`src/verilog/tcp_pkg.sv`:
```
package tcp_pkg;

  localparam int          CNT_W          = 16;
  localparam int          NUM_CHAN       = 3;
  localparam logic [15:0] CNT_ZERO       = 16'h0000;
  localparam logic [15:0] CNT_MAX        = 16'hFFFF;

  // Counter operating modes
  localparam logic [1:0]  TMODE_SUSPEND  = 2'h0;
  localparam logic [1:0]  TMODE_FREE     = 2'h1;
  localparam logic [1:0]  TMODE_MODULO   = 2'h2;
  localparam logic [1:0]  TMODE_UPDOWN   = 2'h3;

  // Compare actions
  localparam logic [2:0]  ACT_SET        = 3'h0;
  localparam logic [2:0]  ACT_CLEAR      = 3'h1;
  localparam logic [2:0]  ACT_TOGGLE     = 3'h2;
  localparam logic [2:0]  ACT_SET_UP     = 3'h3;
  localparam logic [2:0]  ACT_CLR_UP     = 3'h4;
  localparam logic [2:0]  ACT_CLR_PER    = 3'h5;
  localparam logic [2:0]  ACT_SET_PER    = 3'h6;
  localparam logic [2:0]  ACT_SPECIAL    = 3'h7;
  localparam logic [2:0]  ACT_LAST_IMM   = ACT_TOGGLE;
  localparam logic [2:0]  ACT_FIRST_CH0X = ACT_SET_PER;

  // Shared interrupt vector number
  localparam logic [4:0]  IRQ_VECTOR     = 5'h09;

  // Flag vector positions
  localparam int          FLG_OVF        = 0;
  localparam int          FLG_CH0        = 1;

  // Modulator
  localparam logic [15:0] SAMPLE_MASK    = 16'hFFFC;
  localparam int          CAP_ZOH_BIT    = 1;
  localparam int          CAP_SHAPE_BIT  = 0;
  localparam logic [2:0]  DSM_PH_FAST    = 3'h3;
  localparam logic [2:0]  DSM_PH_SLOW    = 3'h7;
  localparam int          DSM_SH_FAST    = 2;
  localparam int          DSM_SH_SLOW    = 3;
  localparam int          DSM_FRAC       = 16;
  localparam int          DSM_ACC_W      = 24;
  localparam logic [23:0] DSM_FB_POS     = 24'h008000;
  localparam logic [23:0] DSM_FB_NEG     = 24'hFF8000;

  typedef enum logic [1:0] {
    TCP_DSM_IDLE = 2'b01,
    TCP_DSM_RUN  = 2'b10
  } tcp_dsm_state_t;

endpackage

```
`src/verilog/tcp_dsm.sv`:
```
`timescale 1ns/1ps
module tcp_dsm #(
  parameter int W = 16
) (
  input  wire logic         i_clk,         // System clock
  input  wire logic         i_reset,       // Async reset, active high
  input  wire logic         i_enable,      // Modulator enabled
  input  wire logic         i_tick,        // Undivided timer tick pulse
  input  wire logic         i_rate_slow,   // 1: 1/8 tick rate, 0: 1/4
  input  wire logic         i_zoh,         // Zeroth-order hold
  input  wire logic         i_shaper,      // Edge shaper enable
  input  wire logic [W-1:0] i_sample,      // Signed sample
  input  wire logic         i_sample_load, // New sample period
  input  wire logic [W-1:0] i_period,      // Sample period in ticks
  output logic              o_bit          // Modulator output
);

  localparam int FW = W + tcp_pkg::DSM_FRAC;
  localparam int AW = tcp_pkg::DSM_ACC_W;

  tcp_pkg::tcp_dsm_state_t state_q;
  logic [2:0]              ph_q;
  logic [2:0]              ph_last;
  logic [2:0]              ph_next;
  logic                    step;
  logic signed [FW-1:0]    cur_q;
  logic signed [FW-1:0]    inc_q;
  logic signed [FW-1:0]    delta;
  logic [W-1:0]            steps;
  logic [4:0]              shift;
  logic signed [W-1:0]     smp;
  logic signed [W-1:0]     x;
  logic signed [AW-1:0]    fb;
  logic signed [AW-1:0]    int1_q;
  logic signed [AW-1:0]    int2_q;
  logic signed [AW-1:0]    int1_d;
  logic signed [AW-1:0]    int2_d;
  logic                    bit_q;
  logic                    bit_now;

  function automatic logic [4:0] ceil_log2(input logic [W-1:0] v);
    logic [4:0] r;
    r = 5'h00;
    for (int k = 0; k < W; k++) begin
      if ((v >> k) > 1) begin
        r = 5'(k + 1);
      end
    end
    return r;
  endfunction

  assign smp     = i_sample & tcp_pkg::SAMPLE_MASK;
  assign ph_last = i_rate_slow ? tcp_pkg::DSM_PH_SLOW
                               : tcp_pkg::DSM_PH_FAST;
  assign ph_next = (ph_q == ph_last) ? 3'h0 : ph_q + 3'h1;
  assign step    = (state_q == tcp_pkg::TCP_DSM_RUN) && i_tick
                   && (ph_q == ph_last);
  // Shift gain stands in for a divider: a little overshoot, no divider
  assign steps   = i_rate_slow ? (i_period >> tcp_pkg::DSM_SH_SLOW)
                               : (i_period >> tcp_pkg::DSM_SH_FAST);
  assign shift   = ceil_log2(steps);
  assign delta   = ($signed({smp, {tcp_pkg::DSM_FRAC{1'b0}}}) - cur_q);
  assign x       = cur_q[FW-1 -: W];
  assign fb      = bit_q ? $signed(tcp_pkg::DSM_FB_POS)
                         : $signed(tcp_pkg::DSM_FB_NEG);
  assign int1_d  = int1_q + AW'(x) - fb;
  assign int2_d  = int2_q + int1_d - fb;
  assign bit_now = step ? ~int2_d[AW-1] : bit_q;

  always_ff @(posedge i_clk or posedge i_reset) begin
    if (i_reset) begin
      state_q <= tcp_pkg::TCP_DSM_IDLE;
    end else begin
      state_q <= i_enable ? tcp_pkg::TCP_DSM_RUN : tcp_pkg::TCP_DSM_IDLE;
    end
  end

  always_ff @(posedge i_clk or posedge i_reset) begin
    if (i_reset) begin
      ph_q <= 3'h0;
    end else if (state_q != tcp_pkg::TCP_DSM_RUN) begin
      ph_q <= 3'h0;
    end else if (i_tick) begin
      ph_q <= ph_next;
    end
  end

  // First-order interpolator with gain compensation
  always_ff @(posedge i_clk or posedge i_reset) begin
    if (i_reset) begin
      cur_q <= '0;
      inc_q <= '0;
    end else if (state_q != tcp_pkg::TCP_DSM_RUN) begin
      cur_q <= '0;
      inc_q <= '0;
    end else if (i_sample_load) begin
      inc_q <= delta >>> shift;
    end else if (step) begin
      cur_q <= i_zoh ? $signed({smp, {tcp_pkg::DSM_FRAC{1'b0}}})
                     : cur_q + inc_q;
    end
  end

  // Second-order loop
  always_ff @(posedge i_clk or posedge i_reset) begin
    if (i_reset) begin
      int1_q <= '0;
      int2_q <= '0;
      bit_q  <= 1'b0;
    end else if (state_q != tcp_pkg::TCP_DSM_RUN) begin
      int1_q <= '0;
      int2_q <= '0;
      bit_q  <= 1'b0;
    end else if (step) begin
      int1_q <= int1_d;
      int2_q <= int2_d;
      bit_q  <= ~int2_d[AW-1];
    end
  end

  // Shaper: high slot at bit start, low slot at bit end
  always_ff @(posedge i_clk or posedge i_reset) begin
    if (i_reset) begin
      o_bit <= 1'b0;
    end else if (state_q != tcp_pkg::TCP_DSM_RUN) begin
      o_bit <= 1'b0;
    end else if (i_tick) begin
      if (i_shaper && ph_next == 3'h0) begin
        o_bit <= 1'b1;
      end else if (i_shaper && ph_next == ph_last) begin
        o_bit <= 1'b0;
      end else begin
        o_bit <= bit_now;
      end
    end
  end

endmodule // tcp_dsm

```
`src/verilog/tcp_timer.sv`:
```
`timescale 1ns/1ps
module tcp_timer #(
  parameter int NCH = tcp_pkg::NUM_CHAN,
  parameter int CW  = tcp_pkg::CNT_W
) (
  input  wire logic           i_clk,                // System clock
  input  wire logic           i_reset,              // Async reset
  input  wire logic [1:0]     i_timer_mode,         // Counter mode
  input  wire logic [CW-1:0]  i_count,              // Counter value
  input  wire logic           i_count_step,         // Counter advanced
  input  wire logic           i_count_down,         // Last step was down
  input  wire logic           i_tick,               // Undivided tick
  input  wire logic [7:0]     i_wr_data,            // Byte written
  input  wire logic [NCH-1:0] i_cmp_low_wr,         // Low byte write
  input  wire logic [NCH-1:0] i_cmp_high_wr,        // High byte write
  input  wire logic [3*NCH-1:0] i_chan_cmp_action,  // Action per chan
  input  wire logic [NCH-1:0] i_chan_mode,          // 1: compare mode
  input  wire logic [NCH-1:0] i_chan_irq_mask,      // Channel masks
  input  wire logic           i_overflow_irq_mask,  // Overflow mask
  input  wire logic [1:0]     i_capture_sel_field_1, // Chan 1 capture
  input  wire logic [NCH-1:0] i_capture_evt,        // Capture pulses
  input  wire logic           i_global_timer_irq_enable, // Global en
  input  wire logic [3:0]     i_flag_clr,           // Clear ovf,ch0..2
  input  wire logic           i_cpu_irq_flag_clr,   // Clear CPU flag
  output logic [NCH-1:0]      o_chan_out,           // Channel pins
  output logic [CW*NCH-1:0]   o_chan_cmp_value,     // Active values
  output logic [CW-1:0]       o_period_value,       // Channel 0 value
  output logic                o_overflow_flag,      // Overflow flag
  output logic                o_chan0_event_flag,   // Channel 0 flag
  output logic                o_chan1_event_flag,   // Channel 1 flag
  output logic                o_chan2_event_flag,   // Channel 2 flag
  output logic                o_cpu_timer_irq_flag, // CPU level flag
  output logic                o_irq_req,            // Request pulse
  output logic [4:0]          o_irq_vector,         // Vector number
  output logic                o_dma_trig_chan0,     // DMA trigger 0
  output logic                o_dma_trig_chan1,     // DMA trigger 1
  output logic                o_dma_trig_chan2,     // DMA trigger 2
  output logic                o_dsm_active          // Modulator runs
);

  logic            running;
  logic            at_zero;
  logic            at_period;
  logic            updown;
  logic            ovf_evt;
  logic [NCH-1:0]  match;
  logic [NCH-1:0]  chan_evt;
  logic [NCH-1:0]  pin_d;
  logic [CW-1:0]   cmp_val [NCH];
  logic [3:0]      evt;
  logic [3:0]      mask;
  logic [3:0]      masked;
  logic [3:0]      flag_q;
  logic [3:0]      mask_prev_q;
  logic            cpu_flag_q;
  logic            irq_q;
  logic [NCH-1:0]  dma_q;
  logic [NCH-1:0]  pin_q;
  logic            dsm_en;
  logic            dsm_bit;

  assign running = i_timer_mode != tcp_pkg::TMODE_SUSPEND;
  assign updown  = i_timer_mode == tcp_pkg::TMODE_UPDOWN;
  assign at_zero = running && i_count_step && i_count == tcp_pkg::CNT_ZERO;

  always_comb begin
    unique case (i_timer_mode)
      tcp_pkg::TMODE_FREE:    at_period = i_count == tcp_pkg::CNT_MAX;
      tcp_pkg::TMODE_MODULO,
      tcp_pkg::TMODE_UPDOWN:  at_period = i_count == cmp_val[0];
      default:                at_period = 1'b0;
    endcase
    at_period = at_period && running && i_count_step;
  end

  // Terminal count, or turnaround at zero in up/down
  always_comb begin
    if (updown) begin
      ovf_evt = at_zero && i_count_down;
    end else begin
      ovf_evt = at_period;
    end
  end

  genvar g;
  generate
    for (g = 0; g < NCH; g++) begin : g_chan
      logic [7:0]    low_buf_q;
      logic [CW-1:0] cmp_q;
      logic [CW-1:0] pend_q;
      logic          pend_vld_q;
      logic [2:0]    act;
      logic          act_ok;
      logic          out_q;

      assign act    = i_chan_cmp_action[3*g +: 3];
      assign act_ok = (g != 0) || (act < tcp_pkg::ACT_FIRST_CH0X);
      assign match[g] = running && i_count_step && i_chan_mode[g]
                        && i_count == cmp_q;
      assign cmp_val[g] = cmp_q;
      assign o_chan_cmp_value[CW*g +: CW] = cmp_q;
      assign pin_d[g] = out_q;

      always_ff @(posedge i_clk or posedge i_reset) begin
        if (i_reset) begin
          low_buf_q <= 8'h00;
        end else if (i_cmp_low_wr[g]) begin
          low_buf_q <= i_wr_data;
        end
      end

      always_ff @(posedge i_clk or posedge i_reset) begin
        if (i_reset) begin
          cmp_q      <= tcp_pkg::CNT_ZERO;
          pend_q     <= tcp_pkg::CNT_ZERO;
          pend_vld_q <= 1'b0;
        end else if (i_cmp_high_wr[g]) begin
          if (act <= tcp_pkg::ACT_LAST_IMM) begin
            cmp_q      <= {i_wr_data, low_buf_q};
            pend_vld_q <= 1'b0;
          end else begin
            pend_q     <= {i_wr_data, low_buf_q};
            pend_vld_q <= 1'b1;
          end
        end else if (pend_vld_q && at_zero) begin
          cmp_q      <= pend_q;
          pend_vld_q <= 1'b0;
        end
      end

      // Registered pin: edges only on the clock, never glitching
      always_ff @(posedge i_clk or posedge i_reset) begin
        if (i_reset) begin
          out_q <= 1'b0;
        end else if (act_ok && i_chan_mode[g]) begin
          unique case (act)
            tcp_pkg::ACT_SET:    if (match[g]) out_q <= 1'b1;
            tcp_pkg::ACT_CLEAR:  if (match[g]) out_q <= 1'b0;
            tcp_pkg::ACT_TOGGLE: if (match[g]) out_q <= ~out_q;
            tcp_pkg::ACT_SET_UP: begin
              if (updown) begin
                if (match[g]) out_q <= ~i_count_down;
              end else if (match[g]) begin
                out_q <= 1'b1;
              end else if (at_zero) begin
                out_q <= 1'b0;
              end
            end
            tcp_pkg::ACT_CLR_UP: begin
              if (updown) begin
                if (match[g]) out_q <= i_count_down;
              end else if (match[g]) begin
                out_q <= 1'b0;
              end else if (at_zero) begin
                out_q <= 1'b1;
              end
            end
            tcp_pkg::ACT_CLR_PER: begin
              if (match[g]) begin
                out_q <= 1'b0;
              end else if (at_period) begin
                out_q <= 1'b1;
              end
            end
            tcp_pkg::ACT_SET_PER: begin
              if (match[g]) begin
                out_q <= 1'b1;
              end else if (at_period) begin
                out_q <= 1'b0;
              end
            end
            tcp_pkg::ACT_SPECIAL: out_q <= 1'b0;
          endcase
        end
      end
    end
  endgenerate

  // Channel 1 action 111 in compare mode hands the pin to the modulator
  assign dsm_en = i_chan_mode[1]
                  && i_chan_cmp_action[5:3] == tcp_pkg::ACT_SPECIAL;

  tcp_dsm #(
    .W (CW)
  ) u_dsm (
    .i_clk         (i_clk),
    .i_reset       (i_reset),
    .i_enable      (dsm_en),
    .i_tick        (i_tick),
    .i_rate_slow   (i_chan_mode[1]),
    .i_zoh         (i_capture_sel_field_1[tcp_pkg::CAP_ZOH_BIT]),
    .i_shaper      (i_capture_sel_field_1[tcp_pkg::CAP_SHAPE_BIT]),
    .i_sample      (cmp_val[1]),
    .i_sample_load (at_zero),
    .i_period      (cmp_val[0]),
    .o_bit         (dsm_bit)
  );

  always_ff @(posedge i_clk or posedge i_reset) begin
    if (i_reset) begin
      pin_q <= '0;
    end else begin
      pin_q    <= pin_d;
      pin_q[1] <= dsm_en ? dsm_bit : pin_d[1];
    end
  end

  // Channel events: capture, compare, or zero for chan 0 in up/down
  always_comb begin
    for (int c = 0; c < NCH; c++) begin
      if (!i_chan_mode[c]) begin
        chan_evt[c] = i_capture_evt[c] && running;
      end else if (c == 0 && updown) begin
        chan_evt[c] = ovf_evt;
      end else begin
        chan_evt[c] = match[c];
      end
    end
  end

  assign evt    = {chan_evt, ovf_evt};
  assign mask   = {i_chan_irq_mask, i_overflow_irq_mask};
  assign masked = evt & mask;

  // Set wins over a clear in the same cycle
  always_ff @(posedge i_clk or posedge i_reset) begin
    if (i_reset) begin
      flag_q <= 4'h0;
    end else begin
      flag_q <= (flag_q & ~i_flag_clr) | evt;
    end
  end

  always_ff @(posedge i_clk or posedge i_reset) begin
    if (i_reset) begin
      cpu_flag_q <= 1'b0;
    end else begin
      cpu_flag_q <= (cpu_flag_q && !i_cpu_irq_flag_clr) || |masked;
    end
  end

  always_ff @(posedge i_clk or posedge i_reset) begin
    if (i_reset) begin
      mask_prev_q <= 4'h0;
      irq_q       <= 1'b0;
    end else begin
      mask_prev_q <= mask;
      irq_q       <= i_global_timer_irq_enable
                     && |(masked | (mask & ~mask_prev_q & flag_q));
    end
  end

  always_ff @(posedge i_clk or posedge i_reset) begin
    if (i_reset) begin
      dma_q <= '0;
    end else begin
      dma_q <= match;
    end
  end

  assign o_chan_out           = pin_q;
  assign o_period_value       = cmp_val[0];
  assign o_overflow_flag      = flag_q[tcp_pkg::FLG_OVF];
  assign o_chan0_event_flag   = flag_q[tcp_pkg::FLG_CH0];
  assign o_chan1_event_flag   = flag_q[tcp_pkg::FLG_CH0 + 1];
  assign o_chan2_event_flag   = flag_q[tcp_pkg::FLG_CH0 + 2];
  assign o_cpu_timer_irq_flag = cpu_flag_q;
  assign o_irq_req            = irq_q;
  assign o_irq_vector         = tcp_pkg::IRQ_VECTOR;
  assign o_dma_trig_chan0     = dma_q[0];
  assign o_dma_trig_chan1     = dma_q[1];
  assign o_dma_trig_chan2     = dma_q[2];
  assign o_dsm_active         = dsm_en;

endmodule // tcp_timer

```
`config.mk`:
```
export PLATFORM = sky130hd
export DESIGN_NAME = tcp_timer
export DESIGN_NICKNAME = d
export VERILOG_FILES = /design/src/verilog/tcp_pkg.sv /design/src/verilog/tcp_dsm.sv /design/src/verilog/tcp_timer.sv
export SDC_FILE = /design/constraint.sdc
export NUM_CORES = 1
export LEC_CHECK = 0
export ABC_AREA = 1
export BUFFER_PORTS_ARGS = -buffer_cell sky130_fd_sc_hd__buf_2
export CAP_MARGIN = 20
export CORE_UTILIZATION = 30
export CTS_CLUSTER_SIZE = 16
export DETAILED_ROUTE_END_ITERATION = 12
export PLACE_DENSITY = 0.55
export SLEW_MARGIN = 0
export SYNTH_ARGS = -nofsm -noshare
export SYNTH_HDL_FRONTEND = slang
export SYNTH_HIERARCHICAL = 1
export SYNTH_SLANG_ARGS = --single-unit
```
`constraint.sdc`:
```
create_clock -name i_clk -period 5.6 [get_ports i_clk]
set_input_delay 1.4 -clock i_clk [delete_from_list [all_inputs] [get_ports i_clk]]
set_output_delay 1.4 -clock i_clk [all_outputs]
set_load 0.01 [all_outputs]
```
==> results.toml <==
[run_status]
outcome = "completed"

[final_layout]
area_growth_pct = 13.3
final_util_pct = 34.3
nFillCells = 7138
regArea_mm2 = 0.00653
multi_input_area_mm2 = 0.0113
drive_gt1_share_pct = 9.29
layout.nets = 3166

[sta]
finalSetupViolCount = 0
min_period_over_period_pct = 89.5
rsz0062_at_grt = "no"
timing.final.max_slew_violations = 0
fin_crit_ns = 5.01
tightestPinTransition_ns = 0.999
skew_ns = 0.0196
slew-limit-headroom_pct = 33.2
fmax_mhz = 200
finalHoldViolCount = 0
fin_setup_tns_ns = 0

[logic_synthesis]
synth-async-reset-ratio_pct = 100
yosysTopAreaCell = "dfrtp_1"
synth-edff-count = 0
syn_avg_cell_area_um2 = 6.99
synth-main-ff-cell = "dfrtp_1"
synthTopCellsByArea = "dfrtp_1, nand2_1, ha_1"
netlist_top_cells_count = "nand2_1, inv_1, dfrtp_1, nand3_1, nor2_1"
ys_seq_area_share_pct = 32.9
ys_ff_latch = 261
synth_top_cell_area_share_pct = 32.7
yosysMostFrequentCell = "nand2_1"
syn_area_mm2 = 0.0199
yosys_warnings = 6
syn_inst = 2846
netlist-cell-type-count = 60

[setup_path]
reg2reg_to = "u_dsm/o_bit"
critPathMostFrequentCell = "nand2_1"
crit_slowest_cell = "fa_1"
critPathBufInv = 4
r2r_start = "u_dsm/cur_q[17]"
cp-start-kind = "flop"
worstSetupEndpointType = "flop"
slowest_delay_ns = 0.47
cp.required_ns = 6.03
crit_end = "u_dsm/o_bit"
cp_max_fo = 4
critical_path.top_delay_family = "simple AND/OR/NAND/NOR gates"
startpoint = "u_dsm/cur_q[17]"
ff2ff_path_depth = 29
worstPathArrival_ns = 5.44
cp_num_cells = 29
crit_type = "reg -> reg"
r2r_slack_ns = 0.59

[cts]
cts_tree = "done"
cts_resized = 0
cts_hold_buf = 0
cts_made_buffers = 34
h-tree-depth = 2
root_buffer = "clkbuf_16"
clock_latency_ns = 0.55
postCtsSetupBuffers = 0
clock_sinks = 261
cts_buffer_depth = 3
path_clk_slew_ns = 0.06

[floorplan]
initial_core_util_pct = 30.3
io_pins = 146
dieArea_mm2 = 0.0673
core-area_mm2 = 0.0656
die_x_um = 259
placementRows = 94
dieHeight_um = 259

[placed_design]
dpl.hpwl_mm = 50.8
port_buffers = 140
gp_congestion = 0.924

[power]
p_leak_nw = 12.0
irDropWorstVdd_v = 0.000210
powerDensity_mw_per_mm2 = 254

[grt]
grt_max_degree = 143
grt_pass1_wl_mm = 104
grtUsageTotal_pct = 19.7
overflow = 0
antenna_found_initial = 4
grt_pass1_vias = 18300

[drt]
vias = 18900
ant_nets = 0
dr.pass1.iters = 6
drc_errors = 0
vias_per_cell = 4.91
wirelength_mm = 66.0
routedWlPerCell_um = 17.1
drt_iter0_markers = 1407

[worst_hold_path]
hold_path.class = "reg -> reg"

[run]
max-cap-violations = 0
==> final cells by class <==
cell class	instances	share of cell area (%)
clock inverter	12	0.722
multi-input combinational	2088	50.3
sequential	261	29.0
tap	864	4.80
inverter	408	6.84
antenna	2	0.0222
clock buffer	44	4.17
timing repair buffer	169	4.13
==> worst min-delay path by stage <==
stage               startpoint       endpoint  slack (ns)  cells past startpoint
4_1_cts        g_chan[0].out_q  o_chan_out[0]        0.41                      0
6_report       g_chan[0].out_q  o_chan_out[0]        0.41                      0
3_3_place_gp   g_chan[2].out_q  o_chan_out[2]        0.40                      0
3_5_place_dp   g_chan[0].out_q  o_chan_out[0]        0.39                      0
2_1_floorplan  g_chan[2].out_q  o_chan_out[2]        0.37                      0
5_1_grt        g_chan[0].out_q  o_chan_out[0]        0.42                      0
==> through the flow <==
step / setup WS [ns] / hold slack [ns] / total power, mW / std cells / cell area (µm²)
floorplan: 0.390 / 0.374 / 3.07 / 2849 / 19900
global placement: 0.719 / 0.396 / 3.53 / 3790 / 21400
detailed placement: 0.626 / 0.394 / 3.53 / 3790 / 21400
CTS: 0.600 / 0.409 / 5.77 / 3846 / 22500
global route: 0.0271 / 0.418 / 6.02 / 3846 / 22500
finish: 0.590 / 0.410 / 5.72 / 3848 / 22500
==> flip-flops by register name, indices dropped and copies added (netlist names) <==
register	cells
u_dsm/ph_q	3
mask_prev_q	4
g_chan.cmp_q	32
u_dsm/bit_q	1
g_chan.pend_vld_q	3
u_dsm/inc_q	32
o_irq_req	1
o_cpu_timer_irq_flag	1
u_dsm/o_bit	1
u_dsm/cur_q	32
u_dsm/int2_q	24
flag_q	4
o_period_value	16
g_chan.pend_q	48
g_chan.low_buf_q	24
u_dsm/state_q	2
g_chan.out_q	3
dma_q	3
o_chan_out	3
u_dsm/int1_q	24
==> placed cells by master, fill, tap and decap left out, types with 4 or more instances in the layout <==
cell type and instances:
mux2i_1 48, clkinv_2 5, a21o_1 11, a22o_1 4, o21ai_0 191, o21a_1 8, o221ai_1 4, nand4_1 25
dfrtp_1 260, inv_2 14, a31oi_1 5, a21oi_1 170, o22ai_1 36, nand2_1 738, o31ai_1 6, nor4_1 8
nor2_1 238, xnor2_1 20, nand3b_1 6, nor3_1 37, nand3_1 250, o21ai_1 8, buf_2 140, conb_1 5
buf_4 28, fa_1 15, clkbuf_1 6, o21bai_1 9, or2_2 8, nand2_2 6, xor2_1 51, clkbuf_16 35
inv_1 389, o211ai_1 14, nor2_2 9, ha_1 125
==> metal layers <==
| layer | routed length, µm | global-route usage, % |
|---|---|---|
| met1 | 30400 | 26.6 |
| met2 | 29500 | 31.9 |
| met3 | 4050 | 3.32 |
| met4 | 1970 | 6.29 |
| met5 | 39 | 0 |
==> logic make-up (layout without fill, tap and decap cells) <==
| kind of cell | Yosys count | after routing | synth area share [%] |
|---|---|---|---|
| AND/OR/NAND/NOR | 1335 | 1335 | 28.2 |
| buffers and inverters | 500 | 633 | 10.2 |
| AO/OA/AOI/OAI | 487 | 487 | 13.6 |
| flip-flops | 261 | 261 | 32.9 |
| adder cells (fa/ha/maj) | 140 | 140 | 9.38 |
| XOR/XNOR | 72 | 72 | 3.24 |
| multiplexers | 49 | 49 | 2.47 |
| other | 2 | 7 | 0.0378 |
==> power by group <==
group	internal (mW)	switching, mW	total, mW
clock network	1.32	0.888	2.21
registers	2.03	0.183	2.21
logic	0.431	0.866	1.30
total	3.78	1.94	5.72
Power figures use the tool's default switching activity.
